**src/verilog/wt_pkg.sv**
```systemverilog
// package: register map, field positions, reset values and channel modes
package wt_pkg;
    localparam int unsigned NCH = 4;
    localparam logic [31:0] CNT_MAX = 32'hFFFFFFFF;
    // register byte offsets
    localparam logic [5:0] OFS_CTRL = 6'h00;
    localparam logic [5:0] OFS_CNT = 6'h04;
    localparam logic [5:0] OFS_STAT = 6'h08;
    localparam logic [5:0] OFS_MASK = 6'h0C;
    localparam logic [5:0] OFS_CCCFG = 6'h10;
    localparam logic [5:0] OFS_CC0 = 6'h20;
    localparam logic [5:0] CC_STRIDE = 6'h04;
    // control fields
    localparam int unsigned CTRL_RUN = 0;
    localparam int unsigned CTRL_EXTCNT = 1;
    localparam int unsigned CTRL_DTEN = 2;
    localparam int unsigned CTRL_DTLO = 8;
    localparam int unsigned DT_W = 8;
    // status and mask fields
    localparam int unsigned STAT_OVF = 0;
    localparam int unsigned STAT_CC0 = 1;
    localparam int unsigned STAT_W = 5;
    // channel config: 4 bits a channel, mode in [1:0], falling edge in [2]
    localparam int unsigned CFG_STRIDE = 4;
    localparam int unsigned CFG_FALL = 2;
    localparam int unsigned CFG_W = 16;
    // values after reset
    localparam logic [31:0] CTRL_RST = 32'h00000000;
    localparam logic [31:0] CNT_RST = 32'h00000000;
    localparam logic [4:0] STAT_RST = 5'h00;
    localparam logic [15:0] CFG_RST = 16'h0000;
    localparam logic [31:0] CC_RST = 32'h00000000;
    localparam logic [DT_W-1:0] DT_RST = 8'h00;

    typedef enum logic [1:0] {
        WT_OFF = 2'b00,
        WT_CAP = 2'b01,
        WT_CMP = 2'b10,
        WT_PWM = 2'b11
    } wt_mode_e;

    // byte-lane merge of a bus write into an old word
    function automatic logic [31:0] wt_merge(input logic [31:0] old,
        input logic [31:0] wd, input logic [3:0] be);
        logic [31:0] r;
        r = old;
        for (int b = 0; b < 4; b++)
        begin
            if (be[b])
                r[8*b +: 8] = wd[8*b +: 8];
        end
        return r;
    endfunction
endpackage

```
**src/verilog/wt_chan.sv**
```systemverilog
// one capture/compare/pwm channel with optional dead-time pair
`timescale 1ns/1ps
module wt_chan
    import wt_pkg::*;
#(
    parameter bit HAS_DT = 1'b1 // dead-time logic present
)
(
    input wire logic i_clk, // functional clock
    input wire logic i_nrst, // async reset, active low
    input wire logic i_ce, // clock enable
    input wire wt_mode_e i_mode, // channel mode
    input wire logic [31:0] i_cnt, // shared counter value
    input wire logic i_tick, // counter advances this cycle
    input wire logic i_wrap, // counter wraps this cycle
    input wire logic i_evt, // selected capture edge
    input wire logic i_wr, // software writes the value
    input wire logic [31:0] i_wdata, // merged write word
    input wire logic i_dt_en, // dead time requested
    input wire logic [DT_W-1:0] i_dt_len, // dead-time cycles
    output logic [31:0] o_val, // capture or compare value
    output logic o_out, // channel output
    output logic o_outn, // complementary output
    output logic o_hit // capture, match or pwm wrap event
);
    logic [31:0] val_ff, nxt_val, buf_ff, nxt_buf;
    logic lvl_ff, nxt_lvl, out_ff, nxt_out, outn_ff, nxt_outn;
    logic [DT_W-1:0] dt_ff, nxt_dt;
    logic raw, hit, use_dt, gap;

    // mode behaviour: capture, compare or pwm
    always_comb
    begin
        nxt_val = val_ff;
        nxt_buf = buf_ff;
        raw = 1'b0;
        hit = 1'b0;
        case (i_mode) // (RL3)
            WT_CAP:
            begin
                if (i_evt)
                begin
                    nxt_val = i_cnt; // (RL4)
                    hit = 1'b1;
                end
            end
            WT_CMP:
            begin
                raw = (i_cnt >= val_ff); // (RL5)
                hit = i_tick && (i_cnt == val_ff);
            end
            WT_PWM:
            begin
                raw = (i_cnt < val_ff);
                hit = i_wrap;
                if (i_wrap)
                    nxt_val = buf_ff; // (RL6)
            end
            default:
            begin
                raw = 1'b0;
            end
        endcase
        if (i_wr)
        begin
            nxt_buf = i_wdata;
            if (i_mode != WT_PWM)
                nxt_val = i_wdata;
        end
    end

    // dead time: both outputs low for i_dt_len cycles after a change
    always_comb
    begin
        use_dt = HAS_DT && i_dt_en; // (RL7)
        nxt_lvl = raw;
        nxt_dt = DT_RST;
        if (use_dt)
        begin
            if (raw != lvl_ff)
                nxt_dt = i_dt_len; // (RL10)
            else if (dt_ff != DT_RST)
                nxt_dt = dt_ff - 8'h01;
        end
        gap = use_dt && (nxt_dt != DT_RST);
        nxt_out = raw && !gap;
        nxt_outn = use_dt && !raw && !gap; // (RL10)
    end

    // state registers
    always_ff @(posedge i_clk or negedge i_nrst)
    begin
        if (!i_nrst)
        begin
            val_ff <= CC_RST;
            buf_ff <= CC_RST;
            lvl_ff <= 1'b0;
            out_ff <= 1'b0;
            outn_ff <= 1'b0;
            dt_ff <= DT_RST;
        end
        else if (i_ce)
        begin
            val_ff <= nxt_val;
            buf_ff <= nxt_buf;
            lvl_ff <= nxt_lvl;
            out_ff <= nxt_out;
            outn_ff <= nxt_outn;
            dt_ff <= nxt_dt;
        end
    end

    assign o_val = val_ff;
    assign o_out = out_ff;
    assign o_outn = outn_ff;
    assign o_hit = hit;

    cap_load_a: assert property ( // (RL4)
        @(posedge i_clk) disable iff (!i_nrst)
        i_ce && i_mode == WT_CAP && i_evt && !i_wr
        |=> val_ff == $past(i_cnt))
        else $error("capture did not store the counter");
    cmp_out_a: assert property ( // (RL5)
        @(posedge i_clk) disable iff (!i_nrst)
        i_ce && i_mode == WT_CMP && !use_dt
        |=> out_ff == ($past(i_cnt) >= $past(val_ff)))
        else $error("compare output wrong");
    pwm_load_a: assert property ( // (RL6)
        @(posedge i_clk) disable iff (!i_nrst)
        i_ce && i_mode == WT_PWM && i_wrap && !i_wr
        |=> val_ff == $past(buf_ff))
        else $error("pwm value not reloaded at wrap");
    cmp_hold_a: assert property ( // (RL3)
        @(posedge i_clk) disable iff (!i_nrst)
        i_ce && i_mode == WT_CMP && !i_wr |=> $stable(val_ff))
        else $error("compare value changed without a write");
    dt_gap_a: assert property ( // (RL10)
        @(posedge i_clk) disable iff (!i_nrst)
        i_ce && use_dt && raw != lvl_ff && i_dt_len != DT_RST
        |=> !out_ff && !outn_ff)
        else $error("no dead time at transition");
    pair_excl_a: assert property ( // (RL10)
        @(posedge i_clk) disable iff (!i_nrst)
        !(out_ff && outn_ff))
        else $error("both outputs of a pair active");
endmodule

```
**src/verilog/wt_timer.sv**
```systemverilog
// wide timer: 32-bit counter, four channels, avalon-mm slave, interrupt
`timescale 1ns/1ps
// Functional notes
// (RL1) One 32-bit counter serves both for timing and for event counting.
// (RL2) Four capture/compare channels all work on that one counter value.
// (RL3) Each channel runs in exactly one of off, capture, compare or pwm mode.
// (RL4) In capture mode the selected input edge copies the counter to the channel.
// (RL5) In compare mode the output shows whether the counter reached the value.
// (RL6) In pwm mode a value written to the channel takes effect at the next counter wrap.
// (RL7) Dead-time insertion exists in instance 0 only.
// (RL8) Counter wrap and channel events drive pulses onto the reflex network.
// (RL9) The running counter steps by one per count event and wraps to zero, flagging overflow.
// (RL10) With dead time on, each channel drives a complementary pair kept low around transitions.
module wt_timer
    import wt_pkg::*;
#(
    parameter int INST_ID = 0 // instance number
)
(
    input wire logic i_clk, // 50 MHz clock
    input wire logic i_nrst, // async reset, active low
    input wire logic i_ce, // clock enable, freezes all state
    input wire logic [5:0] i_avs_address, // byte address
    input wire logic i_avs_read, // read request
    input wire logic i_avs_write, // write request
    input wire logic [31:0] i_avs_writedata, // write data
    input wire logic [3:0] i_avs_byteenable, // write byte lanes
    output logic [31:0] o_avs_readdata, // read data
    output logic o_avs_waitrequest, // stall
    input wire logic [NCH-1:0] i_cc_in, // capture input pins
    input wire logic i_cnt_evt, // external count event pin
    output logic [NCH-1:0] o_cc_out, // channel outputs
    output logic [NCH-1:0] o_cc_outn, // complementary outputs
    output logic [NCH-1:0] o_reflex_cc, // channel event pulses
    output logic o_reflex_ovf, // counter wrap pulse
    output logic o_irq // level interrupt
);
    logic [31:0] ctrl_ff, nxt_ctrl, cnt_ff, nxt_cnt;
    logic [STAT_W-1:0] stat_ff, nxt_stat, mask_ff, nxt_mask;
    logic [CFG_W-1:0] cfg_ff, nxt_cfg;
    logic wait_ff, nxt_wait;
    logic [31:0] rdata_ff, nxt_rdata;
    logic [NCH:0] s1_ff, s2_ff, s3_ff, stab_ff, nxt_stab;
    logic [NCH:0] rise, fall;
    logic [NCH-1:0] refl_ff, nxt_refl, hit, cc_wr, evt, outp, outn;
    logic ovf_ff, nxt_ovf, irq_ff, nxt_irq;
    logic acc, wr_acc, cnt_wr, tick, wrap;
    logic [STAT_W-1:0] ev;
    logic [31:0] chan_val [NCH];

    // pin synchroniser; a level counts once stages two and three agree
    always_comb
    begin
        nxt_stab = (stab_ff & (s2_ff ^ s3_ff)) | (s3_ff & ~(s2_ff ^ s3_ff));
        rise = nxt_stab & ~stab_ff;
        fall = ~nxt_stab & stab_ff;
    end

    always_ff @(posedge i_clk or negedge i_nrst)
    begin
        if (!i_nrst)
        begin
            s1_ff <= '0;
            s2_ff <= '0;
            s3_ff <= '0;
            stab_ff <= '0;
        end
        else if (i_ce)
        begin
            s1_ff <= {i_cnt_evt, i_cc_in};
            s2_ff <= s1_ff;
            s3_ff <= s2_ff;
            stab_ff <= nxt_stab;
        end
    end

    // bus handshake: one wait cycle, access completes when wait is low
    always_comb
    begin
        acc = (i_avs_read || i_avs_write) && !wait_ff;
        wr_acc = acc && i_avs_write;
        nxt_wait = !((i_avs_read || i_avs_write) && wait_ff);
        cnt_wr = wr_acc && (i_avs_address == OFS_CNT);
    end

    // count events and wrap
    always_comb
    begin
        tick = ctrl_ff[CTRL_RUN] &&
            (!ctrl_ff[CTRL_EXTCNT] || rise[NCH]); // (RL9)
        wrap = tick && (cnt_ff == CNT_MAX) && !cnt_wr; // (RL9)
        for (int k = 0; k < NCH; k++)
        begin
            evt[k] = cfg_ff[CFG_STRIDE*k + CFG_FALL] ? fall[k] : rise[k];
            cc_wr[k] = wr_acc &&
                (i_avs_address == OFS_CC0 + 6'(k) * CC_STRIDE);
        end
        ev = {hit, wrap};
    end

    // register file next values; a set beats a same-cycle clear
    always_comb
    begin
        nxt_ctrl = ctrl_ff;
        nxt_cfg = cfg_ff;
        nxt_mask = mask_ff;
        nxt_cnt = cnt_ff;
        nxt_stat = stat_ff | ev; // (RL9)
        if (tick)
            nxt_cnt = cnt_ff + 32'h00000001; // (RL1)
        if (wr_acc)
        begin
            case (i_avs_address)
                OFS_CTRL: nxt_ctrl = wt_merge(ctrl_ff, i_avs_writedata,
                    i_avs_byteenable);
                OFS_CNT: nxt_cnt = wt_merge(cnt_ff, i_avs_writedata,
                    i_avs_byteenable);
                OFS_STAT: nxt_stat = (stat_ff &
                    ~i_avs_writedata[STAT_W-1:0]) | ev;
                OFS_MASK: nxt_mask = i_avs_writedata[STAT_W-1:0];
                OFS_CCCFG: nxt_cfg = i_avs_writedata[CFG_W-1:0];
                default: nxt_ctrl = ctrl_ff;
            endcase
        end
    end

    // read data, loaded while wait is high so it stands when wait drops
    always_comb
    begin
        nxt_rdata = rdata_ff;
        if (i_avs_read && wait_ff)
        begin
            case (i_avs_address)
                OFS_CTRL: nxt_rdata = ctrl_ff;
                OFS_CNT: nxt_rdata = cnt_ff;
                OFS_STAT: nxt_rdata = {27'h0000000, stat_ff};
                OFS_MASK: nxt_rdata = {27'h0000000, mask_ff};
                OFS_CCCFG: nxt_rdata = {16'h0000, cfg_ff};
                default: nxt_rdata = 32'h00000000;
            endcase
            for (int k = 0; k < NCH; k++)
            begin
                if (i_avs_address == OFS_CC0 + 6'(k) * CC_STRIDE)
                    nxt_rdata = chan_val[k];
            end
        end
    end

    // reflex pulses and interrupt level
    always_comb
    begin
        nxt_refl = hit; // (RL8)
        nxt_ovf = wrap; // (RL8)
        nxt_irq = |(nxt_stat & nxt_mask);
    end

    always_ff @(posedge i_clk or negedge i_nrst)
    begin
        if (!i_nrst)
        begin
            ctrl_ff <= CTRL_RST;
            cnt_ff <= CNT_RST;
            stat_ff <= STAT_RST;
            mask_ff <= STAT_RST;
            cfg_ff <= CFG_RST;
            wait_ff <= 1'b1;
            rdata_ff <= 32'h00000000;
            refl_ff <= '0;
            ovf_ff <= 1'b0;
            irq_ff <= 1'b0;
        end
        else if (i_ce)
        begin
            ctrl_ff <= nxt_ctrl;
            cnt_ff <= nxt_cnt;
            stat_ff <= nxt_stat;
            mask_ff <= nxt_mask;
            cfg_ff <= nxt_cfg;
            wait_ff <= nxt_wait;
            rdata_ff <= nxt_rdata;
            refl_ff <= nxt_refl;
            ovf_ff <= nxt_ovf;
            irq_ff <= nxt_irq;
        end
    end

    // four channels on the shared counter
    for (genvar gi = 0; gi < NCH; gi++)
    begin : g_ch
        wt_chan #(
            .HAS_DT(INST_ID == 0) // (RL7)
        ) u_ch (
            .i_clk(i_clk),
            .i_nrst(i_nrst),
            .i_ce(i_ce),
            .i_mode(wt_mode_e'(cfg_ff[CFG_STRIDE*gi +: 2])),
            .i_cnt(cnt_ff), // (RL2)
            .i_tick(tick),
            .i_wrap(wrap),
            .i_evt(evt[gi]),
            .i_wr(cc_wr[gi]),
            .i_wdata(wt_merge(chan_val[gi], i_avs_writedata,
                i_avs_byteenable)),
            .i_dt_en(ctrl_ff[CTRL_DTEN]),
            .i_dt_len(ctrl_ff[CTRL_DTLO +: DT_W]),
            .o_val(chan_val[gi]),
            .o_out(outp[gi]),
            .o_outn(outn[gi]),
            .o_hit(hit[gi])
        );
    end

    assign o_avs_readdata = rdata_ff;
    assign o_avs_waitrequest = wait_ff;
    assign o_cc_out = outp;
    assign o_cc_outn = outn;
    assign o_reflex_cc = refl_ff;
    assign o_reflex_ovf = ovf_ff;
    assign o_irq = irq_ff;

    cnt_step_a: assert property ( // (RL1)
        @(posedge i_clk) disable iff (!i_nrst)
        i_ce && tick && !cnt_wr |=> cnt_ff == $past(cnt_ff) + 32'h00000001)
        else $error("counter did not step by one");
    ovf_flag_a: assert property ( // (RL9)
        @(posedge i_clk) disable iff (!i_nrst)
        i_ce && wrap |=> stat_ff[STAT_OVF] && cnt_ff == CNT_RST)
        else $error("wrap did not flag overflow");
    reflex_ovf_a: assert property ( // (RL8)
        @(posedge i_clk) disable iff (!i_nrst)
        i_ce && wrap |=> o_reflex_ovf)
        else $error("no reflex pulse on wrap");
    chan_hit_a: assert property ( // (RL8)
        @(posedge i_clk) disable iff (!i_nrst)
        i_ce |=> o_reflex_cc == $past(hit))
        else $error("channel event not on reflex output");
    // a frozen clock enable must hold counter and flags
    ce_freeze_a: assert property ( // (RL1)
        @(posedge i_clk) disable iff (!i_nrst)
        !i_ce |=> $stable(cnt_ff) && $stable(stat_ff))
        else $error("state moved while clock enable low");
    // overflow flag stays until software writes a one to it
    ovf_sticky_a: assert property ( // (RL9)
        @(posedge i_clk) disable iff (!i_nrst)
        i_ce && stat_ff[STAT_OVF]
        && !(wr_acc && i_avs_address == OFS_STAT
        && i_avs_writedata[STAT_OVF])
        |=> stat_ff[STAT_OVF])
        else $error("overflow flag lost without a clear");
    // interrupt level mirrors the unmasked flags
    irq_level_a: assert property ( // (RL9)
        @(posedge i_clk) disable iff (!i_nrst)
        o_irq == |(stat_ff & mask_ff))
        else $error("interrupt level does not match flags");
    no_dt_a: assert property ( // (RL7)
        @(posedge i_clk) disable iff (!i_nrst)
        INST_ID != 0 |-> o_cc_outn == 4'h0)
        else $error("dead-time pair active outside instance 0");
endmodule
```
**config.mk**
```make
export PLATFORM = sky130hd
export DESIGN_NAME = wt_timer
export DESIGN_NICKNAME = d
export VERILOG_FILES = /design/src/verilog/wt_pkg.sv /design/src/verilog/wt_chan.sv /design/src/verilog/wt_timer.sv
export SDC_FILE = /design/constraint.sdc
export NUM_CORES = 2
export LEC_CHECK = 0
export ABC_AREA = 1
export CORE_MARGIN = 8
export CORE_UTILIZATION = 45
export DETAILED_ROUTE_END_ITERATION = 7
export DONT_BUFFER_PORTS = 1
export PLACE_DENSITY = 0.66
export SLEW_MARGIN = 0
export SYNTH_ARGS = -nofsm -noshare
export SYNTH_HDL_FRONTEND = slang
export SYNTH_SLANG_ARGS = --single-unit
```
**constraint.sdc**
```tcl
create_clock -name i_clk -period 3.1 [get_ports i_clk]
set_input_delay 0.775 -clock i_clk [delete_from_list [all_inputs] [get_ports i_clk]]
set_output_delay 0.775 -clock i_clk [all_outputs]
set_load 0.1 [all_outputs]
```
==> flow_summary.html <==
<table>
<tr><th>Metric</th><th>Value</th></tr>
<tr><th colspan="2">Status</th></tr>
<tr><td>Run status</td><td>finished, violations left</td></tr>
<tr><td>Violations in the final reports</td><td>negative hold slack, max-slew violations</td></tr>
<tr><th colspan="2">Critical path</th></tr>
<tr><td>Reg-to-reg setup timing slack</td><td>0.1 ns</td></tr>
<tr><td>Required time reported for the critical path endpoint</td><td>3.66 ns</td></tr>
<tr><td>Capturing point of the worst reg2reg path</td><td>g_ch[0].u_ch.o_outn$_DFFE_PN0P_</td></tr>
<tr><td>Endpoint class of the critical path</td><td>register</td></tr>
<tr><td>Maximum cell stage delay along the critical path</td><td>0.47 ns</td></tr>
<tr><td>CP delay by family, top</td><td>simple AND/OR/NAND/NOR gates</td></tr>
<tr><td>Worst setup startpoint</td><td>cnt_ff[23]$_DFFE_PN0P_</td></tr>
<tr><td>Launch instance of the worst register-to-register path</td><td>cnt_ff[23]$_DFFE_PN0P_</td></tr>
<tr><td>Crit path buffers/inverters</td><td>1</td></tr>
<tr><td>Element type at the critical path start</td><td>register</td></tr>
<tr><td>Crit-path cells</td><td>ha_4, nand2_1, nor2_2, nand4_1, nor3b_2, buf_4, nand2_1, nand3_1, nand2_2, nand2_2, nand2_2, nand2_4, nand2_1, nand3_1, nand2_1, nor2_2, nand3_1, nand2_1</td></tr>
<tr><td>CP Depth</td><td>18</td></tr>
<tr><td>Highest-delay cell along the critical path</td><td>dfrtp_2</td></tr>
<tr><td>Most frequent cell on the critical path</td><td>nand2_1</td></tr>
<tr><td>Worst setup path category</td><td>reg2reg</td></tr>
<tr><td>Worst-case reg-to-reg path depth</td><td>18</td></tr>
<tr><td>Critical path peak fanout</td><td>8</td></tr>
<tr><td>Signal arrival time at the worst endpoint</td><td>3.56 ns</td></tr>
<tr><td>Worst setup path endpoint</td><td>g_ch[0].u_ch.o_outn$_DFFE_PN0P_</td></tr>
<tr><th colspan="2">Final layout</th></tr>
<tr><td>Layout filler cell count</td><td>6421</td></tr>
<tr><td>Non-filler instance count after layout</td><td>4983</td></tr>
<tr><td>Layout area overhead</td><td>13.03%</td></tr>
<tr><td>Final core utilization</td><td>0.5142</td></tr>
<tr><td>Fraction of layout instances using a drive strength above 1</td><td>0.1054</td></tr>
<tr><td>Commonest cells after routing, fill and taps aside</td><td>nand2_1, o21ai_0, dfrtp_1</td></tr>
<tr><td>Most common library cell in the layout ignoring fill and taps</td><td>nand2_1</td></tr>
<tr><td>Final #Nets</td><td>4262</td></tr>
<tr><th colspan="2">Power and ir drop</th></tr>
<tr><td>Largest vdd supply drop</td><td>0.4083 mV</td></tr>
<tr><td>Ratio of total power to cell area</td><td>580.5 mW/mm²</td></tr>
<tr><td>Leak Pwr</td><td>15.22 nW</td></tr>
<tr><th colspan="2">Synth</th></tr>
<tr><td>Number of flops mapped to enable cells by yosys</td><td>0</td></tr>
<tr><td>Cell area after synthesis</td><td>0.02991 mm²</td></tr>
<tr><td>Sequential cell area fraction in the yosys report</td><td>0.3757</td></tr>
<tr><td>Total nets after synthesis</td><td>4256</td></tr>
<tr><td>Dominant synthesized flop cell</td><td>dfrtp_1</td></tr>
<tr><td>Yosys warning count</td><td>0</td></tr>
<tr><td>Async set or reset register ratio after synthesis</td><td>1.000</td></tr>
<tr><td>Synth Area per Inst</td><td>7.353 µm²</td></tr>
<tr><td>Post-synthesis cell type count</td><td>60</td></tr>
<tr><td>Seq cells post-synth</td><td>449</td></tr>
<tr><td>Synthesized instance count</td><td>4067</td></tr>
<tr><th colspan="2">Clock tree</th></tr>
<tr><td>Insertion delay to the later sink of the worst-skew pair</td><td>0.65 ns</td></tr>
<tr><td>Worst-path clk slew</td><td>0.06 ns</td></tr>
<tr><td>CTS Buf Count</td><td>53</td></tr>
<tr><td>CTS Root Cell</td><td>clkbuf_16</td></tr>
<tr><td>Maximum clock path buffer count</td><td>3</td></tr>
<tr><td>Clock sink count</td><td>449</td></tr>
<tr><td>CTS H-tree lvls</td><td>2</td></tr>
<tr><td>TritonCTS clock tree</td><td>built</td></tr>
<tr><th colspan="2">Placement</th></tr>
<tr><td>Detailed placement HPWL</td><td>84.63 mm</td></tr>
<tr><td>Number of placed cells counting well taps</td><td>4868</td></tr>
<tr><td>Final estimated routing congestion in global placement</td><td>0.9954</td></tr>
<tr><td>Port Buf Inserts</td><td>0</td></tr>
<tr><th colspan="2">STA</th></tr>
<tr><td>Final setup violation count</td><td>0</td></tr>
<tr><td>Crit share post-route</td><td>0.9684</td></tr>
<tr><td>Final hold violation count</td><td>117</td></tr>
<tr><td>Slew at the pin with the worst max-slew slack</td><td>2.258 ns</td></tr>
<tr><td>Relative slew slack</td><td>-0.5052</td></tr>
<tr><td>Worst hold slack after final layout</td><td>-0.1548 ns</td></tr>
<tr><td>Minimum period implied by the final worst setup slack</td><td>3.002 ns</td></tr>
<tr><td>Fmax achieved</td><td>333.1 MHz</td></tr>
<tr><td>Final Slew Violations</td><td>274</td></tr>
<tr><td>Clk_skew</td><td>0.04642 ns</td></tr>
<tr><th colspan="2">Die</th></tr>
<tr><td>Initial core utilization</td><td>0.4549</td></tr>
<tr><td>Num ports</td><td>99</td></tr>
<tr><td>Std cell rows</td><td>94</td></tr>
<tr><td>Area enclosed by the die boundary</td><td>0.07496 mm²</td></tr>
<tr><td>Die boundary width</td><td>273.8 µm</td></tr>
<tr><td>Die Span Y</td><td>273.8 µm</td></tr>
<tr><td>Core region area</td><td>0.06575 mm²</td></tr>
<tr><th colspan="2">Run</th></tr>
<tr><td>Max-Cap Viols</td><td>0</td></tr>
<tr><th colspan="2">Route</th></tr>
<tr><td>Vias post-DR</td><td>31410</td></tr>
<tr><td>WL per Instance</td><td>24.86 µm</td></tr>
<tr><td>DRC violation total after the first TritonRoute iteration</td><td>4353</td></tr>
<tr><td>Number of nets still failing antenna checks after routing</td><td>0</td></tr>
<tr><td>Total DRC errors in the routed layout</td><td>0</td></tr>
<tr><td>Total wirelength of the detailed-routed design</td><td>123.9 mm</td></tr>
<tr><td>Count of TritonRoute iterations in the first routing pass</td><td>8</td></tr>
<tr><td>Vias/cell</td><td>6.304</td></tr>
<tr><th colspan="2">GRT</th></tr>
<tr><td>Pin count of the biggest net entering global routing</td><td>450</td></tr>
<tr><td>Number of global-route vias before repair</td><td>28840</td></tr>
<tr><td>Initial antenna violation count</td><td>6</td></tr>
<tr><td>GRT Resource Usage Total</td><td>0.3202</td></tr>
<tr><td>Congestion Overflow GR</td><td>0</td></tr>
<tr><td>First-pass GRT wire length</td><td>184.5 mm</td></tr>
<tr><th colspan="2">Worst hold path</th></tr>
<tr><td>Hold crit path type</td><td>in2async</td></tr>
</table>
metal layers:
metal,vias to the layer above,track usage,wire (µm)
met2,2117,0.4672,50950
met4,2,0.1734,7984
li1,14170,-,-
met5,-,0.003287,10
met1,14680,0.4285,48590
met3,449,0.08603,16370
stage by stage:
| stage | power (mW) | setup TNS [ns] | setup WS [ns] | cell area (µm²) |
|---|---|---|---|---|
| after floorplan | 10.60 | 0 | 0.7493 | 29910 |
| after global placement | 12.25 | 0 | 0.01242 | 31600 |
| after detailed placement | 12.30 | 0 | 0.02995 | 31600 |
| after CTS | 19.37 | 0 | 0.01051 | 33550 |
| after global routing | 20.51 | -0.05197 | -0.01972 | 33800 |
| final | 19.62 | 0 | 0.09804 | 33800 |
Yosys cell counts, types with 19 or more instances:
cell / n / area, µm²
o211ai_1: 106 / 795.8
clkbuf_1: 190 / 713.2
a22oi_1: 41 / 307.8
o221ai_1: 28 / 245.2
nand3_1: 239 / 1196
inv_1: 373 / 1400
a21oi_1: 410 / 2052
dfrtp_1: 448 / 11210
o21ai_1: 44 / 220.2
o211ai_2: 19 / 237.7
o2111ai_1: 80 / 700.7
nor2_1: 207 / 777.0
o22ai_1: 25 / 156.4
buf_1: 22 / 82.58
ha_1: 137 / 1714
nand4_1: 29 / 181.4
a31o_1: 22 / 192.7
o21ai_0: 612 / 3063
nand2_1: 834 / 3131
worst min-delay path by stage:
stage                               from                                 to  slack, ns  depth (start not counted)
finish                            i_nrst  g_ch[1].u_ch.dt_ff[0]$_DFFE_PN0P_      -0.15                          0
global route                      i_nrst     g_ch[1].u_ch.o_out$_DFFE_PN0P_      -0.17                          0
CTS                               i_nrst  g_ch[3].u_ch.dt_ff[6]$_DFFE_PN0P_      -0.16                          0
detailed placement  s1_ff[1]$_DFFE_PN0P_               s1_ff[1]$_DFFE_PN0P_       0.46                          2
global placement    s1_ff[1]$_DFFE_PN0P_               s1_ff[1]$_DFFE_PN0P_       0.46                          2
floorplan           s1_ff[0]$_DFFE_PN0P_               s1_ff[0]$_DFFE_PN0P_       0.44                          2
layout make-up:
| class | count | area, µm² | share of cell area |
|---|---|---|---|
| timing repair buffer | 198 | 1724 | 0.05100 |
| inverter | 391 | 1480 | 0.04379 |
| antenna | 3 | 7.507 | 0.0002221 |
| multi-input combinational | 2980 | 16310 | 0.4825 |
| tap | 864 | 1081 | 0.03198 |
| clock buffer | 72 | 1560 | 0.04616 |
| sequential | 449 | 11250 | 0.3328 |
| clock inverter | 26 | 391.6 | 0.01159 |
timing repair:
action                     CTS  global route
setup buffers                0            14
setup endpoints to repair    1             9
resized for setup            2            40
hold endpoints to repair   448           381
pin swaps                    2             9
power by group:
part	switching, mW	internal, mW
Sequential	0.945	6.52
Clock	2.81	4.28
Combinational	3.26	1.82
Total	7.01	12.6
kinds of logic after synthesis:
family / after synthesis / synth area share
buf+inv: 638 / 0.08439
fa+ha+maj: 137 / 0.05732
simple gates: 1376 / 0.1935
mux: 15 / 0.005648
compound gates: 1442 / 0.2805
xor+xnor: 10 / 0.002929
flops: 449 / 0.3757
flip-flops by register name, indices dropped and copies added, names as in the netlist, 4 cells and up:
| signal | count |
|---|---|
| g_ch.u_ch.lvl_ff | 4 |
| mask_ff | 5 |
| g_ch.u_ch.o_val | 128 |
| o_reflex_cc | 4 |
| s1_ff | 5 |
| cfg_ff | 16 |
| stab_ff | 5 |
| g_ch.u_ch.o_outn | 4 |
| cnt_ff | 32 |
| s2_ff | 5 |
| o_avs_readdata | 32 |
| g_ch.u_ch.o_out | 4 |
| s3_ff | 5 |
| g_ch.u_ch.dt_ff | 32 |
| stat_ff | 5 |
| ctrl_ff | 32 |
| g_ch.u_ch.buf_ff | 128 |
No activity file was read; power rests on OpenSTA's default activity.
